<file path="src/inc/sspw_pkg.sv">
package sspw_pkg;
  // frame and timing constants
  localparam int FRAME_BITS_MAX = 24;
  localparam int FRAME_BITS_DEF = 19;
  localparam int ERR_BIT_POS = 1;
  localparam int REF_CLK_MHZ = 200;
  localparam int MONO_TIME_NS = 12000;
  localparam int MONO_CYCLES = (MONO_TIME_NS * REF_CLK_MHZ) / 1000;
  localparam int FIFO_DEPTH_DEF = 32;
  localparam logic [23:0] POS_RESET = 24'h000000;
  // frame length per resolution variant
  typedef enum logic [2:0] {SSPW_RES_50, SSPW_RES_10, SSPW_RES_5, SSPW_RES_2, SSPW_RES_1} sspw_res_e;
  function automatic int sspw_frame_len(input sspw_res_e r);
    case (r)
      SSPW_RES_50: return 19;
      SSPW_RES_10: return 21;
      SSPW_RES_5: return 22;
      SSPW_RES_2: return 23;
      default: return 24;
    endcase
  endfunction
endpackage

</file>
<file path="src/design/sspw_slave.sv">
module sspw_slave #(
  parameter sspw_pkg::sspw_res_e RES = sspw_pkg::SSPW_RES_50,
  parameter bit GRAY_CODE = 1'b1,
  parameter int FIFO_DEPTH = sspw_pkg::FIFO_DEPTH_DEF,
  parameter int MONO_CYC = sspw_pkg::MONO_CYCLES
) (
  // clock and reset
  input wire logic ref_clk,
  input wire logic resetn,
  // position samples from the sensing front end
  input wire logic pos_valid,
  output logic pos_ready,
  input wire logic [sspw_pkg::FRAME_BITS_MAX-2:0] pos_value,
  // error sources
  input wire logic read_err,
  input wire logic freq_err,
  // serial link
  input wire logic ssi_clk,
  output logic ssi_data,
  output logic frame_busy
);
  localparam int PW = sspw_pkg::FRAME_BITS_MAX - 1;
  localparam int FLEN = sspw_pkg::sspw_frame_len(RES);
  localparam int CW = $clog2(MONO_CYC + 1);

  typedef enum logic [1:0] {SSPW_IDLE, SSPW_SHIFT, SSPW_MONO} sspw_st_e;

  logic [2:0] clk_sync_q;
  logic [1:0] err_sync_q;
  logic err_q;
  logic fall;
  logic rise;
  logic [PW-1:0] pos_q;
  logic [sspw_pkg::FRAME_BITS_MAX-1:0] sh_q;
  logic [4:0] left_q;
  logic [CW-1:0] mono_q;
  logic data_q;
  logic busy_q;
  sspw_st_e st_q;
  logic fifo_valid;
  logic [PW-1:0] fifo_data;

  function automatic logic [PW-1:0] to_gray(input logic [PW-1:0] b);
    return b ^ (b >> 1);
  endfunction

  sspw_fifo #(.WIDTH(PW), .DEPTH(FIFO_DEPTH)) u_fifo (
    .ref_clk(ref_clk),
    .resetn(resetn),
    .in_valid(pos_valid),
    .in_ready(pos_ready),
    .in_data(pos_value),
    .out_valid(fifo_valid),
    .out_ready(1'b1),
    .out_data(fifo_data)
  );

  // latest position from the buffer, replaced by each entry as it is delivered
  always_ff @(posedge ref_clk or negedge resetn) begin
    if (!resetn) begin
      pos_q <= sspw_pkg::POS_RESET[PW-1:0];
    end else if (fifo_valid) begin
      pos_q <= fifo_data;
    end
  end

  // pin synchronisers
  always_ff @(posedge ref_clk or negedge resetn) begin
    if (!resetn) begin
      clk_sync_q <= 3'h7;
      err_sync_q <= 2'h0;
      err_q <= 1'b0;
    end else begin
      clk_sync_q <= {clk_sync_q[1:0], ssi_clk};
      err_sync_q <= {err_sync_q[0], read_err | freq_err};
      err_q <= err_sync_q[1];
    end
  end

  assign fall = clk_sync_q[2] && !clk_sync_q[1];
  assign rise = !clk_sync_q[2] && clk_sync_q[1];

  // monoflop timer, restarted by every link clock edge of a frame
  always_ff @(posedge ref_clk or negedge resetn) begin
    if (!resetn) begin
      mono_q <= '0;
    end else if (st_q == SSPW_IDLE) begin
      if (fall) begin
        mono_q <= CW'(MONO_CYC);
      end
    end else if (fall || rise) begin
      mono_q <= CW'(MONO_CYC);
    end else if (mono_q != '0) begin
      mono_q <= mono_q - 1'b1;
    end
  end

  // busy from capture until the monoflop has run out
  always_ff @(posedge ref_clk or negedge resetn) begin
    if (!resetn) begin
      busy_q <= 1'b0;
    end else begin
      busy_q <= (st_q != SSPW_IDLE) || fall;
    end
  end

  // frame sequencer
  always_ff @(posedge ref_clk or negedge resetn) begin
    if (!resetn) begin
      st_q <= SSPW_IDLE;
      sh_q <= '0;
      left_q <= 5'h00;
      data_q <= 1'b1;
    end else begin
      case (st_q)
        SSPW_IDLE: begin
          data_q <= 1'b1;
          if (fall) begin
            // position field then error flag, left aligned
            sh_q <= '0;
            sh_q[sspw_pkg::FRAME_BITS_MAX-1 -: PW] <= GRAY_CODE ? to_gray(pos_q) : pos_q;
            sh_q[sspw_pkg::FRAME_BITS_MAX-FLEN] <= !err_q;
            left_q <= 5'(FLEN);
            data_q <= 1'b0;
            st_q <= SSPW_SHIFT;
          end
        end
        SSPW_SHIFT, SSPW_MONO: begin
          if (rise) begin
            if (left_q != 5'h00) begin
              data_q <= sh_q[sspw_pkg::FRAME_BITS_MAX-1];
              sh_q <= {sh_q[sspw_pkg::FRAME_BITS_MAX-2:0], 1'b0};
              left_q <= left_q - 5'h01;
            end else begin
              data_q <= 1'b0;
              st_q <= SSPW_MONO;
            end
          end else if (!fall && mono_q == '0) begin
            st_q <= SSPW_IDLE;
            data_q <= 1'b1;
          end
        end
        default: begin
          st_q <= SSPW_IDLE;
        end
      endcase
    end
  end

  assign ssi_data = data_q;
  assign frame_busy = busy_q;

  a_idle_high: assert property (@(posedge ref_clk) disable iff (!resetn)
    (st_q == SSPW_IDLE && $past(st_q) == SSPW_IDLE) |-> data_q)
    else $error("data not high in idle");
  a_mono_restart: assert property (@(posedge ref_clk) disable iff (!resetn)
    (st_q != SSPW_IDLE && rise) |=> mono_q == CW'(MONO_CYC))
    else $error("monoflop not restarted");
  a_surplus_low: assert property (@(posedge ref_clk) disable iff (!resetn)
    (st_q != SSPW_IDLE && rise && left_q == 5'h00) |=> !data_q)
    else $error("surplus bit not low");
  a_capture_len: assert property (@(posedge ref_clk) disable iff (!resetn)
    (st_q == SSPW_IDLE && fall) |=> left_q == 5'(FLEN) && st_q == SSPW_SHIFT)
    else $error("wrong frame length");
  a_msb_first: assert property (@(posedge ref_clk) disable iff (!resetn)
    (st_q != SSPW_IDLE && rise && left_q != 5'h00) |=> data_q == $past(sh_q[sspw_pkg::FRAME_BITS_MAX-1]))
    else $error("wrong bit shifted");
  a_bit_count: assert property (@(posedge ref_clk) disable iff (!resetn)
    (st_q != SSPW_IDLE && rise && left_q != 5'h00) |=> left_q == $past(left_q) - 5'h01)
    else $error("bit count not decremented");
  a_no_recapture: assert property (@(posedge ref_clk) disable iff (!resetn)
    (st_q == SSPW_MONO && fall) |=> st_q != SSPW_SHIFT)
    else $error("capture during monoflop");
  a_err_flag: assert property (@(posedge ref_clk) disable iff (!resetn)
    (st_q == SSPW_IDLE && fall) |=> sh_q[sspw_pkg::FRAME_BITS_MAX-FLEN] == !$past(err_q))
    else $error("error flag wrong");
  a_mono_end: assert property (@(posedge ref_clk) disable iff (!resetn)
    (st_q == SSPW_MONO && mono_q == '0 && !rise && !fall) |=> st_q == SSPW_IDLE && data_q)
    else $error("monoflop end missed");
  a_capture_low: assert property (@(posedge ref_clk) disable iff (!resetn)
    (st_q == SSPW_IDLE && fall) |=> !data_q && busy_q)
    else $error("data not low after capture");
  a_word_frozen: assert property (@(posedge ref_clk) disable iff (!resetn)
    (st_q != SSPW_IDLE && !rise) |=> $stable(sh_q))
    else $error("captured word changed");
  a_busy_frame: assert property (@(posedge ref_clk) disable iff (!resetn)
    (st_q != SSPW_IDLE) |-> busy_q)
    else $error("busy low during frame");
  a_busy_idle: assert property (@(posedge ref_clk) disable iff (!resetn)
    (st_q == SSPW_IDLE && !fall) |=> !busy_q)
    else $error("busy high in idle");
  a_mono_count: assert property (@(posedge ref_clk) disable iff (!resetn)
    (st_q != SSPW_IDLE && !rise && !fall && mono_q != '0) |=> mono_q == $past(mono_q) - 1'b1)
    else $error("monoflop not counting");
  a_pos_follow: assert property (@(posedge ref_clk) disable iff (!resetn)
    fifo_valid |=> pos_q == $past(fifo_data))
    else $error("position not taken");

  c_frame: cover property (@(posedge ref_clk) disable iff (!resetn) st_q == SSPW_IDLE && fall);
  c_surplus: cover property (@(posedge ref_clk) disable iff (!resetn) st_q == SSPW_MONO && rise);
  c_timeout: cover property (@(posedge ref_clk) disable iff (!resetn) st_q == SSPW_MONO ##1 st_q == SSPW_IDLE);
  c_error: cover property (@(posedge ref_clk) disable iff (!resetn) st_q == SSPW_IDLE && fall && err_q);
  c_refresh: cover property (@(posedge ref_clk) disable iff (!resetn) st_q == SSPW_SHIFT && fall);
endmodule

</file>
<file path="src/design/sspw_fifo.sv">
module sspw_fifo #(
  parameter int WIDTH = 24,
  parameter int DEPTH = 32
) (
  // clock and reset
  input wire logic ref_clk,
  input wire logic resetn,
  // fill side
  input wire logic in_valid,
  output logic in_ready,
  input wire logic [WIDTH-1:0] in_data,
  // drain side
  output logic out_valid,
  input wire logic out_ready,
  output logic [WIDTH-1:0] out_data
);
  localparam int AW = $clog2(DEPTH);
  logic [WIDTH-1:0] mem_q [DEPTH];
  logic [AW-1:0] wr_q;
  logic [AW-1:0] rd_q;
  logic [AW:0] cnt_q;
  logic push;
  logic pop;
  logic ready_q;
  logic [AW:0] cnt_d;

  assign in_ready = ready_q;
  assign cnt_d = cnt_q + (AW+1)'(push) - (AW+1)'(pop);
  assign out_valid = (cnt_q != '0);
  assign out_data = mem_q[rd_q];
  assign push = in_valid && in_ready;
  assign pop = out_valid && out_ready;

  always_ff @(posedge ref_clk) begin
    if (push) begin
      mem_q[wr_q] <= in_data;
    end
  end

  always_ff @(posedge ref_clk or negedge resetn) begin
    if (!resetn) begin
      wr_q <= '0;
      rd_q <= '0;
      cnt_q <= '0;
      ready_q <= 1'b1;
    end else begin
      if (push) begin
        wr_q <= (wr_q == AW'(DEPTH-1)) ? '0 : wr_q + 1'b1;
      end
      if (pop) begin
        rd_q <= (rd_q == AW'(DEPTH-1)) ? '0 : rd_q + 1'b1;
      end
      cnt_q <= cnt_d;
      ready_q <= (cnt_d != (AW+1)'(DEPTH));
    end
  end
endmodule

</file>
<file path="config.mk">
export PLATFORM = sky130hd
export DESIGN_NAME = sspw_slave
export DESIGN_NICKNAME = d
export VERILOG_FILES = /design/src/inc/sspw_pkg.sv /design/src/design/sspw_slave.sv /design/src/design/sspw_fifo.sv
export SDC_FILE = /design/constraint.sdc
export NUM_CORES = 1
export LEC_CHECK = 0
export ABC_AREA = 0
export BUFFER_PORTS_ARGS = -buffer_cell sky130_fd_sc_hd__buf_4
export CAP_MARGIN = 20
export CORE_AREA = 8 8 265 267
export CTS_BUF_LIST = sky130_fd_sc_hd__clkbuf_4 sky130_fd_sc_hd__clkbuf_8
export CTS_CLUSTER_DIAMETER = 200
export DETAILED_ROUTE_END_ITERATION = 10
export DIE_AREA = 0 0 273 275
export GPL_TIMING_DRIVEN = 0
export PLACE_DENSITY_LB_ADDON = 0.25
export SETUP_SLACK_MARGIN = 0.15
export SYNTH_ARGS = -nofsm -noshare
export SYNTH_HDL_FRONTEND = slang
export SYNTH_SLANG_ARGS = --single-unit
</file>
<file path="constraint.sdc">
create_clock -name ref_clk -period 2.87 [get_ports ref_clk]
set_clock_uncertainty 0.2 [all_clocks]
set_input_delay 0.1435 -clock ref_clk [delete_from_list [all_inputs] [get_ports ref_clk]]
set_output_delay 0.1435 -clock ref_clk [all_outputs]
set_load 0.02 [all_outputs]
</file>
## After elaboration in Yosys (flattened, before gate mapping)

Memory sizes are Yosys's and may differ from the RTL's. A register that Yosys moved wholly into a read port is not among the register bits.
Cells that the tools add are included.

| cells by class | value |
|---|---|
| reduce and logical (&&, ||, !) cells | 24 |
| bitwise operators | 2 |
| eq/ne operators | 10 |
| muxes and demuxes | 26 |
| add/sub/neg operators | 6 |

Operators by type and width:

| operator | number |
|---|---|
| 24-bit 2-to-1 mux | 3 |
| 12-bit 2-to-1 mux | 4 |
| 24-bit case mux with 2 select lines | 1 |
| 5-bit 2-to-1 mux | 5 |
| 23-bit by 22-bit XOR with 23-bit output | 1 |
| 12-bit logical NOT | 1 |
| 12-bit nonzero test | 1 |
| 12-bit by 1-bit subtractor with 12-bit output, second input constant | 1 |
| 5-bit by 1-bit adder with 5-bit output, second input constant | 2 |
| 5-bit == test, second input constant | 2 |
| 5-bit case mux with 2 select lines | 1 |
| 2-bit 2-to-1 mux | 4 |
| 6-bit by 1-bit adder with 6-bit output | 1 |
| 1-bit 2-to-1 mux | 6 |
| 2-bit != test, second input constant | 3 |
| 3-bit != test, second input constant | 2 |
| 6-bit != test, second input constant | 1 |
| 6-bit nonzero test | 1 |
| 6-bit by 1-bit subtractor with 6-bit output | 1 |
| 1-bit logical NOT | 5 |
| 5-bit nonzero test | 1 |
| 5-bit by 1-bit subtractor with 5-bit output, second input constant | 1 |
| 1-bit logical AND | 4 |
| 2-bit case mux with 2 select lines | 1 |
| other kinds (12) | 15 |

| word-level totals | value |
|---|---|
| register bits after elaboration | 68 |
| output and inout port bits | 3 |
| memories | 1 |
| input port bits | 29 |
| RAM bits | 736 |
| logic and storage cells | 82 |

Memory list:

| name | depth | width | read ports | clocked after Yosys merged registers in | wr ports | line | RTL |
|---|---|---|---|---|---|---|---|
| u_fifo.mem_q | 32 | 23 | 1 | 1 | 1 | sspw_fifo.sv:18 | `logic [WIDTH-1:0] mem_q [DEPTH];` |

## Depth between registers and ports, before layout

Gate-level depths: netlist (run 1).

| depth | value |
|---|---|
| word-level depth | 7 |
| depth in mapped cells | 15 |
| mapped depth without buffers | 14 |

## Cells and area by module

From an unflattened synthesis (run 1), not the netlist that was laid out.

| unflattened totals | value |
|---|---|
| cell total of the unflattened synthesis | 1,825 |
| area total of the unflattened synthesis | 32,950.4 µm² |

By module, submodules not included:

| module | times used | cells an instance | sequential area each (µm²) | area each (µm²) |
|---|---|---|---|---|
| sspw_fifo | 1 | 1,495 | 22,527.9 | 29,351.9 |
| sspw_slave | 1 | 330 | 1,831.8 | 3,598.5 |

## Worst setup path after synthesis (run 1)

OpenSTA, ideal clock, no wires.

| timing | value |
|---|---|
| path type | reg2reg |
| start point | register u_fifo.cnt_q[2] |
| end point | register u_fifo.ready_q, in the netlist u_fifo.in_ready |
| arrival time | 2,458 ps |
| setup slack | 117 ps |
| setup time | 95 ps |
| path buffers | 1 |
| cell stages (with the launch flop) | 16 |
| required time | 2,575 ps |
| period minus slack after synthesis | 2,753 ps |
| cells stage by stage | dfrtp_1 inv_1 ha_1 and3_1 buf_2 inv_1 ha_1 inv_1 ha_1 inv_1 fa_1 inv_1 a21oi_1 o21a_1 xnor2_1 nand4bb_1 |

| between the ends | value |
|---|---|
| word-level cells in the longest chain between the ends | 3 |
| elaborated cells between the ends (all ways) | 4 |
| those cells by class | add/sub (2); eq/ne (1); reduce/logical (1) |

RTL lines:

| item | line | RTL |
|---|---|---|
| start, declared | sspw_fifo.sv:21 | `logic [AW:0] cnt_q;` |
| start signal, assigned | sspw_fifo.sv:53 | `cnt_q <= cnt_d;` |
| 6-bit by 1-bit adder with 6-bit output or 6-bit nonzero test (tied branches) | sspw_fifo.sv:28, sspw_fifo.sv:29 |  |
| 6-bit by 1-bit subtractor with 6-bit output (*) | sspw_fifo.sv:28 | `assign cnt_d = cnt_q + (AW+1)'(push) - (AW+1)'(pop);` |
| named net u_fifo.cnt_d[4] | sspw_fifo.sv:25 | `logic [AW:0] cnt_d;` |
| 6-bit != test (*) | sspw_fifo.sv:54 | `ready_q <= (cnt_d != (AW+1)'(DEPTH));` |
| end signal, assigned | sspw_fifo.sv:54 |  |
| end, declared | sspw_fifo.sv:24 | `logic ready_q;` |

Mark *: on every way through the listed nets, which the timed path passes. The rest lies on a longest branch.
A chain may end at the register's enable or synchronous reset.

## Final worst setup path (run 1)

| timing | value |
|---|---|
| start point | register u_fifo.cnt_q[3] |
| end point | register u_fifo.ready_q, in the netlist u_fifo.in_ready |

The elaborated chain is that of the path after synthesis.

==> impl_metrics.tcl, run 1 <==
set metrics [dict create \
    status "finished with violations" \
    violations "negative setup slack" \
    synth_cell_types 52 \
    syn_nets 1936 \
    setup_ws_ns -0.00301 \
    dp_cells 2819 \
    avgSynthCellArea_um2 17.3 \
    final_common_cell "edfxtp_1" \
    drc 0 \
    internal_power_mw 24.2 \
    die-area_um2 75100 \
    placementRows 95 \
    ys.warnings.count 0 \
    antenna_found_initial 3 \
    startpoint_type "flip-flop" \
    port_buffers 31 \
    seq_power_share 0.401 \
    root_buffer "clkbuf_8" \
    grt_pass1_vias 18700 \
    routed_via_density 5.82 \
    cp.arrival_ns 3.36 \
    drv_slew 0 \
    gp_congestion 0.919 \
    clock_path_buffers 3 \
    period_share 1.00 \
    power_density_nw_per_um2 963 \
    slew_headroom 0.398 \
    dr_total_vias 18300 \
    rsz0062_at_grt "yes" \
    area_delta_synth_final_pct 17.9 \
    hold_violations 0 \
    cts_htree_levels 4 \
    grt_overflow_total 0 \
    clockPowerShare 0.264 \
    cts_tree "done" \
    wl_um 80800 \
    pin_count 32 \
    clk_latency_ns 0.80 \
    cts.sinks 826 \
    path_clk_slew_ns 0.06 \
    synth_seq_area_share 0.745 \
    path_class "flip-flop to flip-flop" \
    worst-path-max-fanout 2 \
    die_w_um 273 \
    end_kind "flip-flop" \
    grt_max_degree 73 \
    hold_path_class "flip-flop to flip-flop" \
    die_y_um 275 \
    synth_ff_type "edfxtp_1" \
    required_ns 3.36 \
    synth_edf_count 736 \
    syn_inst 1884 \
    leakage_nw 13.8 \
    core_area_um2 66300 \
    fin_nets 2214 \
    ys_seq_elements 826 \
    p_comb_frac 0.335 \
    routedWlPerCell_um 25.7 \
    r2r_slack_ns -0.003 \
    dp_hpwl_um 51300 \
    switchingPower_mw 12.9 \
    max_freq_mhz 348 \
    numCtsBuffers 132 \
    grt_pass1_wl_um 116000 \
    power_mw 37.1 \
    drtIter0Drc 1684 \
    synth_area_um2 32700 \
    final_util 0.581 \
    grt_use_total 0.212 \
    postRouteAntennaNets 0 \
    async_flop_share 0.109 \
    fin_crit_ns 2.87 \
    worst_slew_pin_slew_ns 0.901 \
    firstDrtPassIters 6 \
    maxCapViolCount 0 \
    peakVddDrop_mv 0.725 \
    finalSetupViolCount 1 \
    fin_tns_setup_ns -0.00301 \
    most-common-layout-cells "edfxtp_1, mux2i_1, clkbuf_8" \
    final_layout_size_suffix_gt1_frac 0.223 \
    swShare 0.347 \
    layoutNonFillerInstCount 3140 \
    start_util 0.493 \
]
## cells in the mapped netlist (all sizes together) (3+ instances only)
master	instances	share of area
a22oi	93	0.021
nor2b	4	0.00077
inv	27	0.0031
o31ai	3	0.00069
o22ai	47	0.0090
nor3	13	0.0020
a32oi	23	0.0062
xnor2	30	0.0080
nand2	50	0.0057
nor2	72	0.0083
nand2b	5	0.00096
o21a	24	0.0055
nor4	3	0.00057
and3	3	0.00057
dfstp	5	0.0040
nand3	32	0.0049
a21oi	29	0.0044
o21ai	62	0.0095
nor3b	3	0.00069
mux4	46	0.032
buf	58	0.0090
edfxtp	736	0.68
dfrtp	85	0.065
mux2i	301	0.092
o211ai	24	0.0055
clkbuf	45	0.0052
ha	22	0.0084
nand3b	6	0.0014
or3	5	0.00096
xor2	4	0.0011
## final timing paths
path | start | end | cells after the start
worst max-delay path | u_fifo.cnt_q[3]$_DFF_PN0_ | u_fifo.in_ready$_DFF_PN1_ | 15
worst min-delay path | err_sync_q[0]$_DFF_PN0_ | err_sync_q[1]$_DFF_PN0_ | 0
worst max register to register | u_fifo.cnt_q[3]$_DFF_PN0_ | u_fifo.in_ready$_DFF_PN1_ | 15
worst min register to register | err_sync_q[0]$_DFF_PN0_ | err_sync_q[1]$_DFF_PN0_ | 0
max in group asynchronous | resetn | pos_q[6]$_DFFE_PN0N_ | 5
min in group asynchronous | resetn | st_q[0]$_DFFE_PN0P_ | 4
## power by group through the flow
| stage | clock, mW | sequential, mW | combinational [mW] |
|---|---|---|---|
| after CTS | 9.93 | 14.8 | 12.0 |
| final | 9.79 | 14.9 | 12.4 |
| after global routing | 10.5 | 14.9 | 13.2 |
| after detailed placement | 0 | 15.1 | 11.7 |
| after floorplan | 0 | 15.0 | 7.63 |
| after global placement | 0 | 15.1 | 11.3 |
## per-stage QoR
step           worst slack [ns]  cell area (um2)  hold slack [ns]
5_1_grt                  -0.106            38500            0.150
3_3_place_gp             -0.966            34000           0.0533
6_report               -0.00301            38500            0.160
2_1_floorplan             0.150            32700           -0.352
4_1_cts                  -0.108            37800            0.114
3_5_place_dp             -0.362            34800           -0.128
## state kept, by name (all words and copies together) (netlist names), 2 cells and up
register      cells
st_q              2
u_fifo.rd_q       5
clk_sync_q        3
err_sync_q        2
pos_q            23
left_q            5
u_fifo.mem_q    736
u_fifo.cnt_q      6
u_fifo.wr_q       5
mono_q           12
sh_q             23
## cells by family (layout without fill, tap and decap cells)
family | Yosys count | count (layout) | share of synthesized area
AO/OA/AOI/OAI | 313 | 313 | 0.0647
XOR/XNOR | 34 | 34 | 0.00911
adder cells (fa/ha/maj) | 23 | 23 | 0.00903
buffers and inverters | 131 | 507 | 0.0173
flip-flops | 826 | 826 | 0.745
multiplexers | 349 | 349 | 0.125
other | 0 | 5 | 0
AND/OR/NAND/NOR | 208 | 210 | 0.0300
## per-layer routing
metal / track usage / wire [um]
met5: 0 / 11
met2: 0.359 / 40400
met4: 0.0926 / 3160
met1: 0.256 / 31500
met3: 0.0541 / 5790
## layout make-up
cell class | count | area [um2]
fill | 4987 | 27800
sequential | 826 | 24400
multi-input combinational | 929 | 8080
clock buffer | 189 | 2310
timing repair buffer | 142 | 1790
tap | 873 | 1090
buffer | 103 | 518
clock inverter | 45 | 258
inverter | 28 | 109
antenna | 5 | 12.5
## repair_timing
item | CTS | global route
setup endpoints to repair | 610 | 674
pin swaps | 3 | 25
gates cloned | 0 | 2
setup buffers | 9 | 38
hold endpoints to repair | 834 | 0
hold buffers | 33 | 0
resized for setup | 39 | 52
## worst max-delay path: stages (launching register included)
cell and delay, ns:
dfrtp_1 0.40, inv_2 0.07, ha_1 0.14, and3_4 0.23, buf_8 0.11, clkinvlp_4 0.14, ha_4 0.24, inv_1 0.05
ha_1 0.15, inv_1 0.06, fa_2 0.34, inv_1 0.07, a21oi_1 0.06, o21a_1 0.21, xnor2_2 0.14, nand4bb_1 0.18
No activity file was read; power rests on OpenSTA's default activity.
==> run 2: changes to the inputs <==
--- a/config.mk
+++ b/config.mk
@@ -6,13 +6,13 @@
 export NUM_CORES = 1
 export LEC_CHECK = 0
 export ABC_AREA = 0
-export BUFFER_PORTS_ARGS = -buffer_cell sky130_fd_sc_hd__buf_4
 export CAP_MARGIN = 20
 export CORE_AREA = 8 8 265 267
 export CTS_BUF_LIST = sky130_fd_sc_hd__clkbuf_4 sky130_fd_sc_hd__clkbuf_8
 export CTS_CLUSTER_DIAMETER = 200
 export DETAILED_ROUTE_END_ITERATION = 10
 export DIE_AREA = 0 0 273 275
+export DONT_BUFFER_PORTS = 1
 export GPL_TIMING_DRIVEN = 0
 export PLACE_DENSITY_LB_ADDON = 0.25
 export SETUP_SLACK_MARGIN = 0.15
==> impl_metrics.tcl, run 2 (synthesis results as in run 1) <==
set metrics [dict create \
    status "finished with violations" \
    violations "negative setup slack" \
    grt_pass1_vias 18700 \
    firstDrtPassIters 6 \
    final_util 0.587 \
    fin_crit_ns 2.91 \
    grt_pass1_wl_um 119000 \
    die-area_um2 75100 \
    drc 0 \
    cts_tree "done" \
    fin_nets 2215 \
    path_class "flip-flop to flip-flop" \
    drtIter0Drc 1829 \
    postRouteAntennaNets 0 \
    finalSetupViolCount 2 \
    startpoint_type "flip-flop" \
    max_freq_mhz 344 \
    grt_overflow_total 0 \
    worst_slew_pin_slew_ns 0.792 \
    gp_congestion 0.902 \
    cts.sinks 826 \
    antenna_found_initial 4 \
    die_w_um 273 \
    placementRows 95 \
    regMostFlops "u_fifo.mem_q" \
    leakage_nw 13.9 \
    dr_total_vias 18300 \
    worst-path-max-fanout 2 \
    period_share 1.01 \
    core_area_um2 66300 \
    final_layout_size_suffix_gt1_frac 0.229 \
    dp_hpwl_um 50800 \
    setup_ws_ns -0.0366 \
    rsz0062_at_grt "yes" \
    power_mw 37.4 \
    dp_cells 2785 \
    drv_slew 0 \
    path_clk_slew_ns 0.06 \
    maxCapViolCount 0 \
    routed_via_density 5.84 \
    wl_um 81600 \
    area_delta_synth_final_pct 19.2 \
    clock_path_buffers 3 \
    largest_reg_flops 736 \
    peakVddDrop_mv 0.572 \
    slew_headroom 0.468 \
    final_common_cell "edfxtp_1" \
    reg_top3 "u_fifo.mem_q x736, pos_q x23, sh_q x23" \
    power_density_nw_per_um2 960 \
    port_buffers 0 \
    start_util 0.493 \
    cp.arrival_ns 3.39 \
    grt_max_degree 91 \
    cts_htree_levels 4 \
    routedWlPerCell_um 26.1 \
    die_y_um 275 \
    root_buffer "clkbuf_8" \
    hold_path_class "input port to flip-flop" \
    layoutNonFillerInstCount 3133 \
    required_ns 3.35 \
    numCtsBuffers 132 \
    hold_violations 0 \
    pin_count 32 \
    end_kind "flip-flop" \
    grt_use_total 0.217 \
    clk_latency_ns 0.78 \
    most-common-layout-cells "edfxtp_1, mux2i_1, clkbuf_8" \
]
run 2: changes by cell type in the layout (fill, tap and decap cells not counted), moves of 4 or more:
cell,before,now
inv_2,2,6
buf_12,18,55
buf_4,69,34
inv_1,24,20
buf_8,17,22
buf_16,15,8
clkinv_2,13,9
clkinv_1,23,17
run 2: per-layer routing:
layer,GRT usage,vias to the layer above,part of all wire
met1,0.269,9306,0.39
met2,0.363,760,0.50
met4,0.0977,0,0.039
met5,0,-,0
met3,0.0515,170,0.075
li1,-,8059,-
run 2: area by class of cell:
class	count	area, um2
fillers	4928	27400
clock inverters	37	253
well taps	873	1090
clock buffers	192	2340
repair buffers	141	2140
plain buffers	103	517
multi-input cells	931	8140
diodes	2	5.00
inverters	28	109
flip-flops and latches	826	24400
run 2: critical path: stages, from the launching register on:
cell        delay (ns)
dfrtp_1           0.40
inv_2             0.07
ha_2              0.15
and3_4            0.23
buf_8             0.11
clkinvlp_4        0.14
ha_4              0.27
inv_2             0.06
ha_4              0.12
inv_2             0.04
fa_2              0.37
inv_2             0.07
a21oi_2           0.04
o21a_1            0.21
xnor2_2           0.15
nand4bb_1         0.18
run 2: where the power goes:
part           switching (mW)  leakage [nW]  total (mW)  internal (mW)
logic                    7.83          4.81        12.6           4.78
clock network            4.50          1.36        9.90           5.40
registers               0.602          7.71        14.9           14.3
run 2: repair_timing:
action                     in CTS  in global routing
buffers inserted               44                 14
hold endpoints to repair      835                  0
hold buffers                   55                  0
setup endpoints to repair     758                148
pin swaps                      29                 17
cloned                          4                  0
resized for setup              67                 38
run 2: path summary, 6_finish.rpt:
kind	endpoint	cells after the start	slack (ns)	start
worst max-delay path	u_fifo.in_ready$_DFF_PN1_	15	-0.04	u_fifo.cnt_q[3]$_DFF_PN0_
worst min-delay path	u_fifo.mem_q[30][8]$_DFFE_PP_	2	0.08	pos_value[8]
worst max register to register	u_fifo.in_ready$_DFF_PN1_	15	-0.04	u_fifo.cnt_q[3]$_DFF_PN0_
worst min register to register	err_sync_q[1]$_DFF_PN0_	0	0.16	err_sync_q[0]$_DFF_PN0_
max in group asynchronous	u_fifo.in_ready$_DFF_PN1_	3	1.76	resetn
min in group asynchronous	mono_q[8]$_DFFE_PN0P_	3	0.28	resetn
run 2: per-stage QoR:
| step | cell area [um2] | setup TNS [ns] | hold WS, ns | worst slack, ns |
|---|---|---|---|---|
| global route | 38900 | -0.175 | 0.0551 | -0.107 |
| detailed placement | 34400 | -66.63 | -0.346 | -0.346 |
| floorplan | 32700 | 0 | -0.352 | 0.150 |
| global placement | 33800 | -702.24 | -0.348 | -1.07 |
| finish | 38900 | -0.0487 | 0.0837 | -0.0366 |
| CTS | 38700 | 0 | 0.0200 | 0.0329 |
